File: src/include/sppci_pkg.sv
/*
 * Shared constants for the second general-purpose port block:
 * register offsets, reset values, field positions and widths.
 * Assumes an 8-bit register port with 8-bit offsets from the core.
 */
package sppci_pkg;

	////////////////////////////////////////////////////////////////////////
	// Widths
	localparam int SPPCI_PINS = 8;
	localparam int SPPCI_AW = 8;
	localparam int SPPCI_DW = 8;

	////////////////////////////////////////////////////////////////////////
	// Register offsets
	localparam logic [7:0] SPPCI_OFS_PORT_DATA = 8'h06;
	localparam logic [7:0] SPPCI_OFS_IRQ_CONTROL = 8'h0B;
	localparam logic [7:0] SPPCI_OFS_OPTION = 8'h81;
	localparam logic [7:0] SPPCI_OFS_DIRECTION = 8'h86;
	localparam logic [7:0] SPPCI_OFS_PULLUP_SEL = 8'h95;
	localparam logic [7:0] SPPCI_OFS_CHANGE_SEL = 8'h96;
	localparam logic [7:0] SPPCI_OFS_ANALOG_SEL = 8'h9D;

	////////////////////////////////////////////////////////////////////////
	// Values after reset
	localparam logic [7:0] SPPCI_RST_LATCH = 8'h00;
	localparam logic [7:0] SPPCI_RST_OPTION = 8'hFF;
	localparam logic [7:0] SPPCI_RST_DIRECTION = 8'hFF;
	localparam logic [7:0] SPPCI_RST_PULLUP_SEL = 8'hFF;
	localparam logic [7:0] SPPCI_RST_CHANGE_SEL = 8'hF0;
	localparam logic [7:0] SPPCI_RST_ANALOG_SEL = 8'h3F;
	localparam logic [7:0] SPPCI_RST_SNAPSHOT = 8'h03;
	localparam logic SPPCI_RST_IE = 1'b0;
	localparam logic SPPCI_RST_GIE = 1'b0;
	localparam logic SPPCI_RST_FLAG = 1'b0;

	////////////////////////////////////////////////////////////////////////
	// Field positions and masks
	localparam int SPPCI_BIT_PU_GLOBAL_OFF_N = 7;
	localparam int SPPCI_BIT_FLAG = 0;
	localparam int SPPCI_BIT_IE = 3;
	localparam int SPPCI_BIT_GIE = 7;
	localparam int SPPCI_BIT_ANA_PIN0 = 4;
	localparam int SPPCI_BIT_ANA_PIN1 = 5;
	localparam logic [7:0] SPPCI_ANALOG_MASK = 8'h3F;

endpackage : sppci_pkg

File: src/sppci_pin_slice.sv
/*
 * One port pin: output driver enable, weak pull-up gating, digital
 * input buffer and the change comparison against the snapshot bit.
 * Assumes the pad resolves the wire from PIN_OE_N and the pull-up.
 */
`timescale 1ns/1ns
module sppci_pin_slice
	import sppci_pkg::*;
(
	// Configuration
	input wire logic dir_in,
	input wire logic latch,
	input wire logic pu_sel,
	input wire logic pu_global_off_n,
	input wire logic analog,
	input wire logic chg_sel,
	input wire logic snap,
	// Pad
	input wire logic pin_in,
	output logic pin_out,
	output logic pin_oe_n,
	output logic pullup_en,
	// To the core side
	output logic din,
	output logic mismatch
);

	////////////////////////////////////////////////////////////////////////
	// Driver: high impedance while an input, latch on the pin otherwise
	assign pin_oe_n = dir_in;
	assign pin_out = latch;

	// Pull-up needs its select, the global enable low and input mode
	assign pullup_en = pu_sel & ~pu_global_off_n & dir_in;

	// Analog pins have no digital buffer, so they read as a constant one
	assign din = analog ? 1'b1 : pin_in;

	// Only selected inputs take part in change detection
	assign mismatch = chg_sel & dir_in & (din ^ snap);

endmodule : sppci_pin_slice

File: src/sppci_change_flag.sv
/*
 * Port-change flag: ORs the per-pin mismatches into a sticky flag and
 * gates it onto the interrupt request and the sleep wake request.
 * Assumes the clear and set requests are one-cycle register writes.
 */
`timescale 1ns/1ns
module sppci_change_flag
	import sppci_pkg::*;
(
	// Clock and reset
	input wire logic clk,
	input wire logic rst_n,
	// Events and controls
	input wire logic [SPPCI_PINS-1:0] mismatch,
	input wire logic set_req,
	input wire logic clr_req,
	input wire logic irq_en,
	input wire logic global_irq_enable,
	// Results
	output logic flag,
	output logic irq,
	output logic wake
);

	logic any_mismatch;
	logic next_flag;

	////////////////////////////////////////////////////////////////////////
	// Sticky flag; a standing mismatch beats a clear in the same cycle
	assign any_mismatch = |mismatch;
	always_comb begin
		next_flag = any_mismatch | set_req | (flag & ~clr_req);
	end

	always_ff @(posedge clk) begin
		if (!rst_n) begin
			flag <= SPPCI_RST_FLAG;
		end else begin
			flag <= next_flag;
		end
	end

	// Interrupt needs both enables; wake ignores the global enable
	assign irq = flag & irq_en & global_irq_enable;
	assign wake = flag & irq_en;
endmodule : sppci_change_flag

File: src/sppci_top.sv
/*
 * Second general-purpose port: register file on a plain strobe port,
 * eight pin slices, the change snapshot and the port-change flag.
 * Assumes one-cycle read and write strobes, never both at once, and
 * board pins already synchronous to SYS_CLK.
 */
`timescale 1ns/1ns

// Behaviour
// - Direction bit one puts the pin driver into high impedance.
// - Direction bit zero drives the pin from its output latch.
// - Each pin has a pull-up select bit; one enables, zero disables.
// - Pull-up selects act only while option bit 7 is cleared.
// - A pin in output mode always has its pull-up off.
// - After reset all weak pull-ups are off.
// - Only input pins with their change select set are compared.
// - Mismatches against the snapshot are ORed into irq_control bit 0.
// - Any read or write of the port data refreshes the snapshot.
// - A lasting mismatch keeps setting the flag; software accesses, then clears.
// - The interrupt needs both the change enable and the global enable.
// - The port-change event can wake the device from sleep.
// - Pins 0 and 1 are analog after reset and read as one.
// - An analog pin has its digital input buffer switched off.
module sppci_top
	import sppci_pkg::*;
(
	// Clock and reset
	input wire logic SYS_CLK,
	input wire logic RST_N,
	// Register port
	input wire logic [SPPCI_AW-1:0] ADDR,
	input wire logic [SPPCI_DW-1:0] WR_DATA,
	input wire logic WR_STROBE,
	input wire logic RD_STROBE,
	output logic [SPPCI_DW-1:0] RD_DATA,
	// Port pins
	input wire logic [SPPCI_PINS-1:0] PIN_IN,
	output logic [SPPCI_PINS-1:0] PIN_OUT,
	output logic [SPPCI_PINS-1:0] PIN_OE_N,
	output logic [SPPCI_PINS-1:0] PULLUP_EN,
	// Events to the core
	output logic CHANGE_IRQ,
	output logic WAKE_REQ
);

	////////////////////////////////////////////////////////////////////////
	// Declarations
	logic [7:0] latch;
	logic [7:0] option_cfg;
	logic [7:0] direction;
	logic [7:0] pullup_sel;
	logic [7:0] change_sel;
	logic [7:0] analog_sel;
	logic [7:0] snapshot;
	logic irq_en;
	logic global_irq_enable;
	logic [7:0] next_latch;
	logic [7:0] next_option_cfg;
	logic [7:0] next_direction;
	logic [7:0] next_pullup_sel;
	logic [7:0] next_change_sel;
	logic [7:0] next_analog_sel;
	logic [7:0] next_snapshot;
	logic next_irq_en;
	logic next_gie;
	logic [7:0] next_rd_data;
	logic [7:0] din;
	logic [7:0] mismatch;
	logic [7:0] analog_pins;
	logic flag;
	logic wr_port;
	logic rd_port;
	logic wr_irqc;
	logic flag_set_req;
	logic flag_clr_req;

	////////////////////////////////////////////////////////////////////////
	// Strobe decode
	assign wr_port = WR_STROBE && (ADDR == SPPCI_OFS_PORT_DATA);
	assign rd_port = RD_STROBE && (ADDR == SPPCI_OFS_PORT_DATA);
	assign wr_irqc = WR_STROBE && (ADDR == SPPCI_OFS_IRQ_CONTROL);

	// Writing one sets the flag by software, writing zero asks to clear
	assign flag_set_req = wr_irqc && WR_DATA[SPPCI_BIT_FLAG];
	assign flag_clr_req = wr_irqc && !WR_DATA[SPPCI_BIT_FLAG];

	////////////////////////////////////////////////////////////////////////
	// Register file next values
	always_comb begin
		next_latch = latch;
		next_option_cfg = option_cfg;
		next_direction = direction;
		next_pullup_sel = pullup_sel;
		next_change_sel = change_sel;
		next_analog_sel = analog_sel;
		next_irq_en = irq_en;
		next_gie = global_irq_enable;
		if (WR_STROBE) begin
			unique case (ADDR)
				// A full byte store; bit operations in the core merge pins first
				SPPCI_OFS_PORT_DATA: next_latch = WR_DATA;
				SPPCI_OFS_OPTION: next_option_cfg = WR_DATA;
				SPPCI_OFS_DIRECTION: next_direction = WR_DATA;
				SPPCI_OFS_PULLUP_SEL: next_pullup_sel = WR_DATA;
				SPPCI_OFS_CHANGE_SEL: next_change_sel = WR_DATA;
				SPPCI_OFS_ANALOG_SEL: next_analog_sel = WR_DATA & SPPCI_ANALOG_MASK;
				SPPCI_OFS_IRQ_CONTROL: begin
					next_irq_en = WR_DATA[SPPCI_BIT_IE];
					next_gie = WR_DATA[SPPCI_BIT_GIE];
				end
				default: begin
				end
			endcase
		end
	end

	// Register file storage; option bit 7 resets high, so pull-ups start off
	always_ff @(posedge SYS_CLK) begin
		if (!RST_N) begin
			latch <= SPPCI_RST_LATCH;
			option_cfg <= SPPCI_RST_OPTION;
			direction <= SPPCI_RST_DIRECTION;
			pullup_sel <= SPPCI_RST_PULLUP_SEL;
			change_sel <= SPPCI_RST_CHANGE_SEL;
			analog_sel <= SPPCI_RST_ANALOG_SEL;
			irq_en <= SPPCI_RST_IE;
			global_irq_enable <= SPPCI_RST_GIE;
		end else begin
			latch <= next_latch;
			option_cfg <= next_option_cfg;
			direction <= next_direction;
			pullup_sel <= next_pullup_sel;
			change_sel <= next_change_sel;
			analog_sel <= next_analog_sel;
			irq_en <= next_irq_en;
			global_irq_enable <= next_gie;
		end
	end

	////////////////////////////////////////////////////////////////////////
	// Change snapshot: any port access catches the current pin levels.
	// Polling the port therefore hides changes; that is inherent.
	always_comb begin
		next_snapshot = snapshot;
		if (wr_port || rd_port) begin
			next_snapshot = din;
		end
	end

	always_ff @(posedge SYS_CLK) begin
		if (!RST_N) begin
			snapshot <= SPPCI_RST_SNAPSHOT;
		end else begin
			snapshot <= next_snapshot;
		end
	end

	////////////////////////////////////////////////////////////////////////
	// Read data, present only in the cycle after the strobe
	always_comb begin
		next_rd_data = 8'h00;
		if (RD_STROBE) begin
			unique case (ADDR)
				SPPCI_OFS_PORT_DATA: next_rd_data = din;
				SPPCI_OFS_OPTION: next_rd_data = option_cfg;
				SPPCI_OFS_DIRECTION: next_rd_data = direction;
				SPPCI_OFS_PULLUP_SEL: next_rd_data = pullup_sel;
				SPPCI_OFS_CHANGE_SEL: next_rd_data = change_sel;
				SPPCI_OFS_ANALOG_SEL: next_rd_data = analog_sel;
				SPPCI_OFS_IRQ_CONTROL: begin
					next_rd_data[SPPCI_BIT_GIE] = global_irq_enable;
					next_rd_data[SPPCI_BIT_IE] = irq_en;
					next_rd_data[SPPCI_BIT_FLAG] = flag;
				end
				default: next_rd_data = 8'h00;
			endcase
		end
	end

	always_ff @(posedge SYS_CLK) begin
		if (!RST_N) begin
			RD_DATA <= 8'h00;
		end else begin
			RD_DATA <= next_rd_data;
		end
	end

	////////////////////////////////////////////////////////////////////////
	// Pin slices; only pins 0 and 1 have an analog function
	assign analog_pins = {6'h00, analog_sel[SPPCI_BIT_ANA_PIN1],
		analog_sel[SPPCI_BIT_ANA_PIN0]};

	for (genvar i = 0; i < SPPCI_PINS; i++) begin : g_pin
		sppci_pin_slice u_pin (
			.dir_in(direction[i]),
			.latch(latch[i]),
			.pu_sel(pullup_sel[i]),
			.pu_global_off_n(option_cfg[SPPCI_BIT_PU_GLOBAL_OFF_N]),
			.analog(analog_pins[i]),
			.chg_sel(change_sel[i]),
			.snap(snapshot[i]),
			.pin_in(PIN_IN[i]),
			.pin_out(PIN_OUT[i]),
			.pin_oe_n(PIN_OE_N[i]),
			.pullup_en(PULLUP_EN[i]),
			.din(din[i]),
			.mismatch(mismatch[i])
		);
	end

	////////////////////////////////////////////////////////////////////////
	// Port-change flag and event outputs
	sppci_change_flag u_flag (
		.clk(SYS_CLK),
		.rst_n(RST_N),
		.mismatch(mismatch),
		.set_req(flag_set_req),
		.clr_req(flag_clr_req),
		.irq_en(irq_en),
		.global_irq_enable(global_irq_enable),
		.flag(flag),
		.irq(CHANGE_IRQ),
		.wake(WAKE_REQ)
	);
endmodule : sppci_top

File: config.mk
export PLATFORM = sky130hd
export DESIGN_NAME = sppci_top
export DESIGN_NICKNAME = d
export VERILOG_FILES = /design/src/include/sppci_pkg.sv /design/src/sppci_pin_slice.sv /design/src/sppci_change_flag.sv /design/src/sppci_top.sv
export SDC_FILE = /design/constraint.sdc
export NUM_CORES = 1
export LEC_CHECK = 0
export ABC_AREA = 1
export BUFFER_PORTS_ARGS = -buffer_cell sky130_fd_sc_hd__buf_2
export CAP_MARGIN = 20
export CORE_ASPECT_RATIO = 2
export CORE_MARGIN = 2
export CORE_UTILIZATION = 40
export CTS_CLUSTER_SIZE = 25
export DETAILED_ROUTE_END_ITERATION = 10
export SLEW_MARGIN = 20
export SYNTH_ARGS = -nofsm -noshare
export SYNTH_HDL_FRONTEND = slang
export SYNTH_SLANG_ARGS = --single-unit
File: constraint.sdc
create_clock -name SYS_CLK -period 3.06 [get_ports SYS_CLK]
set_clock_uncertainty 0.15 [all_clocks]
set_input_delay 0.153 -clock SYS_CLK [delete_from_list [all_inputs] [get_ports SYS_CLK]]
set_output_delay 0.153 -clock SYS_CLK [all_outputs]
set_load 0.02 [all_outputs]
---- After elaboration in Yosys (flattened, before gate mapping) ----
Index checks and enable logic that the tools add are counted.
operators by class
  reduce and logical (&&, ||, !) cells .... 16
  mux-type cells .......................... 7
  bitwise operators ....................... 47
  equality and inequality tests ........... 7
operators by type and width
  cell                                            count
  == test 8 bit (second input constant)           5
  bitwise AND 1 bit                               35
  one-hot mux 3 bit (6 select lines)              1
  AND reduction 2 bit                             8
  one-hot mux 1 bit (7 select lines)              2
  one-hot mux 2 bit (6 select lines)              1
  == test 8 x 3 -> 1 bit (second input constant)  1
  == test 8 x 4 -> 1 bit (second input constant)  1
  OR reduction 8 bit                              1
  bitwise XOR 1 bit                               8
  one-hot mux 1 bit (6 select lines)              1
  logical AND 1 bit                               5
  2-to-1 mux 1 bit                                2
  NOT 1 bit                                       2
  bitwise OR 1 bit                                2
  zero test 1 bit                                 1
  logical OR 1 bit                                1
storage, ports and cells
  output and inout bits ................... 34
  bits in registers ....................... 65

---- Logic depth before layout (Yosys ltp) ----
  word-level depth ........................ 6
  depth in mapped cells ................... 10
  gate-level depth less buffers ........... 9

---- Hierarchy ----
Synthesis repeated with hierarchy kept, for this count alone.
second synthesis, totals
  cell total of the unflattened synthesis .. 511
  area total of the unflattened synthesis .. 3419.5 um2
modules (own cells, without submodules)
  module             instances  area each (um2)  cells each  seq. area each (um2)
  sppci_top          1          2841.5           389         1281.2
  sppci_pin_slice    8          61.3             13          0.0
  sppci_change_flag  1          87.6             18          20.0

---- Least setup slack after synthesis ----
Ideal clock, no wire load.
  path type ............................... input to register
  start ................................... input ADDR[6]
  end ..................................... register snapshot[0]
  buffers on the path ..................... 1
  setup slack ............................. 1777 ps
  arrival ................................. 1013 ps
  cell stages on the path ................. 9
  required time ........................... 2790 ps
  cell sequence ........................... inv_1 -> nand2_1 -> nor2_4 -> nand2_2 -> clkinv_2 -> nand2_4 -> buf_6 -> a21oi_1 -> o21ai_1
on the way
  longest elaborated chain between the ends .. 3
  elaborated cells on any way between the ends .. 4
RTL lines
  element                               line                              source
  from (decl)                           sppci_top.sv:31                   input wire logic [SPPCI_AW-1:0] ADDR,
  == test 8 x 3 -> 1 bit *              sppci_top.sv:79, sppci_top.sv:80
  logical AND 1 bit (on tied branches)  sppci_top.sv:79, sppci_top.sv:80
  logical OR 1 bit *                    sppci_top.sv:145                  if (wr_port || rd_port) begin
  to (signal assigned)                  sppci_top.sv:154                  snapshot <= next_snapshot;
  to (decl)                             sppci_top.sv:54                   logic [7:0] snapshot;
Every way passes the cells marked *; elsewhere a longest branch is shown, timed or not.
A chain may end at the register's enable or synchronous reset.

---- Final worst setup path ----
  start ................................... input ADDR[3]
  end ..................................... register snapshot[6]
The elaborated chain is that of the path after synthesis.

==> summary.md <==
The run gives 549 as the number of nets in the layout. Synthesis produced a netlist whose cell count is 479. Dividing the detail-routed via count by the number of cells gives 5.013. The floorplan has 47 rows.

The port buffer count is 61. The tools report the overall routing resource usage as 22.04%. Cell total after placement: 599.

The worst setup path is captured at a flop. In this run the deepest clock path goes through 2 buffers. The final max-slew violation count was 0; the latest clock arrival within the worst-skew pair was 0.33 ns. The cell accounting for the most synthesized area was sky130_fd_sc_hd__dfxtp_1. After detailed routing, the total wire length is 9404 um.

For the total of endpoints with negative setup slack in the final report, the log shows 0. The synthesized net count is 507, and the area added between synthesis and finish is 14.82%. The run gives 0.003857 sq mm as the design area. The tools report the tightest slew margin relative to the limit as 62.60%. Data on the critical path arrives at its endpoint at 1.68 ns. After layout, the worst path uses 52.81% of the clock period. Summing all placed instances gives a cell area of 0.003505 sq mm. The die is 133.6 um tall. The type of the worst min-delay path is in -> reg. Across the run, the number of max-cap violations was 0.

Gates resized during post-CTS repair numbered 0. Most common cell after layout, fill and taps aside: sky130_fd_sc_hd__nand2_1. The die width was 68.80 um. The number of diodes came out at 0. The run finished with clean final reports. Length of the first detailed-routing pass in iterations: 4. Setup repair after global routing left no endpoint under its margin. At the pin with the least slew margin, the transition time is 0.5575 ns. The clock tree synthesis step divided the H-tree into 3 levels.

The total clock sinks was 65. At the worst endpoint, the required time is 3.13 ns. The worst path in the final design needs a cycle of 1.616 ns, including I/O delays and setup.

After synthesis the cells add up to 0.003359 sq mm. The starting utilization of the core area is 40.81%, and the post-CTS setup repair buffer count is 0. VDD sags by at most 0.0003394 V. Leaving out fill and tap cells, the most frequent cells in the layout are 127 x sky130_fd_sc_hd__nand2_1, 73 x sky130_fd_sc_hd__nand3_1, 65 x sky130_fd_sc_hd__dfxtp_1, 61 x sky130_fd_sc_hd__buf_2, 41 x sky130_fd_sc_hd__inv_1.

The die footprint was 0.009192 sq mm. Startpoint type of the worst setup path: an input pin. Share of cells above drive strength 1: 20.76%. The number of warning messages in the yosys log is 0. The number of clock buffers inserted by TritonCTS is 9, and the initial antenna violation count is 0.

The number of global-route vias before repair is 2904, and the number of buffers inserted by hold repair at cts is 9. The detail route stage leaves a number of antenna-violating nets equal to 0. The post-synthesis average cell area works out to 7.014 sq um. After the first detailed-routing iteration, the DRC count stood at 234. The final routed DRC violation total was 0; the weighted congestion reported at the end of routability-driven placement was 0.9441.

The detailed router placed 3123 vias in this run. Counting flops and latches in the post-synthesis netlist gives 65. The critical path is of the in -> reg type.

The leakage power came out at 2.015 nW. The tree is rooted in a sky130_fd_sc_hd__clkbuf_16. The non-filler instance count after layout is 623. The sum of negative setup slack was 0 ns. The maximum number of pins on one net before global-route repair is 41, and the average routed wire per standard cell is 15.09 um. Summed over its instances, the top area cell type makes up 38.73% of the synthesized netlist area. The region available for standard cell placement spans 0.008233 sq mm. For this run, the register share of the synthesized area comes to 38.73%. The clock slew seen by the registers of the worst setup and hold paths was 0.05 ns. Along the worst path, the maximum fanout reaches 22.

After synthesis, the netlist uses 25 different library cells. The first global-routing pass estimated 14860 um of wire. The total power per unit cell area was 488.9 mW/mm^2; the number of fillers in the final layout was 882. The tools report the highest clock frequency the design can meet as 618.9 MHz.

Sorting the synthesized cells by area gives the leading types as sky130_fd_sc_hd__dfxtp_1 39%, sky130_fd_sc_hd__nand2_1 14%, sky130_fd_sc_hd__nand3_1 11%. Once layout is complete, the utilization of the core stands at 46.85%. The logs give 0 for the remaining global-route overflow and 7095 um for the HPWL after detailed placement.

The logs give 0 for the final hold violation count and 1.886 mW for the total power. TritonCTS built the clock tree. Pin placement for this block handled 62 I/O pins.
## cell families (layout without fill, tap and decap cells)
group	after synthesis	after routing	synth area share, %
AOI/OAI and AO/OA	65	65	10.95
buffers and inverters	91	137	14.38
DFF	65	65	38.73
and+or+nand+nor	258	258	35.94
## metal layers
metal  part of all wire (%)  GRT usage, %  wire length, um
met5                      0             0                0
met4                    4.7         12.09              446
met3                    5.1         4.476              478
met2                     52         35.95             4853
met1                     39         26.00             3627
## worst max-delay path: stages
cell and delay [ns]:
sky130_fd_sc_hd__buf_2 0.12, sky130_fd_sc_hd__inv_2 0.06, sky130_fd_sc_hd__nand2_2 0.09, sky130_fd_sc_hd__nor2_4 0.44, sky130_fd_sc_hd__nand2_2 0.18, sky130_fd_sc_hd__clkinv_2 0.23
sky130_fd_sc_hd__nand2_4 0.16, sky130_fd_sc_hd__o21ai_0 0.18, sky130_fd_sc_hd__a21oi_1 0.06
## state kept, by name, summed over array words and instances, names as in the netlist
signal	cells
RD_DATA	8
change_sel	8
direction	8
latch	8
option_cfg	8
pullup_sel	8
snapshot	8
analog_sel	6
global_irq_enable	1
irq_en	1
u_flag.flag	1
## worst paths after layout
| kind | from | to | slack (ns) | cells after the start |
|---|---|---|---|---|
| setup reg to reg | direction[7] | u_flag.flag | 1.74 | 7 |
| hold reg to reg | latch[6] | latch[6] | 0.31 | 2 |
| hold / removal | PIN_IN[3] | snapshot[3] | 0.0004 | 3 |
| setup / recovery | ADDR[3] | snapshot[6] | 1.44 | 9 |
## final cells by class
| class | instances | area, sq um | area share [%] |
|---|---|---|---|
| timing repair buffer | 71 | 402.9 | 10.44 |
| inverter | 51 | 192.7 | 4.995 |
| clock buffer | 11 | 242.7 | 6.293 |
| multi-input combinational | 323 | 1575 | 40.84 |
| sequential | 65 | 1301 | 33.73 |
| tap | 98 | 122.6 | 3.179 |
| clock inverter | 4 | 20.02 | 0.5190 |
## synthesized netlist by cell type
cell / instances
sky130_fd_sc_hd__a21oi_1: 34
sky130_fd_sc_hd__nor2_2: 3
sky130_fd_sc_hd__nand3b_1: 1
sky130_fd_sc_hd__clkbuf_1: 6
sky130_fd_sc_hd__nand3_1: 73
sky130_fd_sc_hd__dfxtp_1: 65
sky130_fd_sc_hd__nand2_4: 4
sky130_fd_sc_hd__inv_2: 8
sky130_fd_sc_hd__nor2_8: 2
sky130_fd_sc_hd__nor2_4: 5
sky130_fd_sc_hd__clkinv_1: 1
sky130_fd_sc_hd__buf_4: 24
sky130_fd_sc_hd__o211ai_2: 3
sky130_fd_sc_hd__nand4_1: 6
sky130_fd_sc_hd__nand2_2: 6
sky130_fd_sc_hd__nor2_1: 30
sky130_fd_sc_hd__nand2_1: 127
sky130_fd_sc_hd__o21ai_1: 2
sky130_fd_sc_hd__o21ai_0: 18
sky130_fd_sc_hd__buf_2: 4
sky130_fd_sc_hd__clkinv_2: 1
sky130_fd_sc_hd__inv_1: 41
sky130_fd_sc_hd__o211ai_1: 8
sky130_fd_sc_hd__nand3_2: 1
sky130_fd_sc_hd__buf_6: 6
## power breakdown
part	switching [mW]	internal, mW
sequential	0.00224	0.850
clock	0.352	0.559
combinational	0.0847	0.0380
total	0.439	1.45
## stage by stage
| stage | hold slack [ns] | setup slack [ns] |
|---|---|---|
| 6_report | 0.0004115 | 1.444 |
| 3_5_place_dp | 0.2745 | 1.106 |
| 4_1_cts | 0.003962 | 1.438 |
| 5_1_grt | 0.02192 | 1.255 |
| 3_3_place_gp | 0.2658 | 1.134 |
| 2_1_floorplan | 0.1162 | 1.777 |
Power figures use the tool's default switching activity.
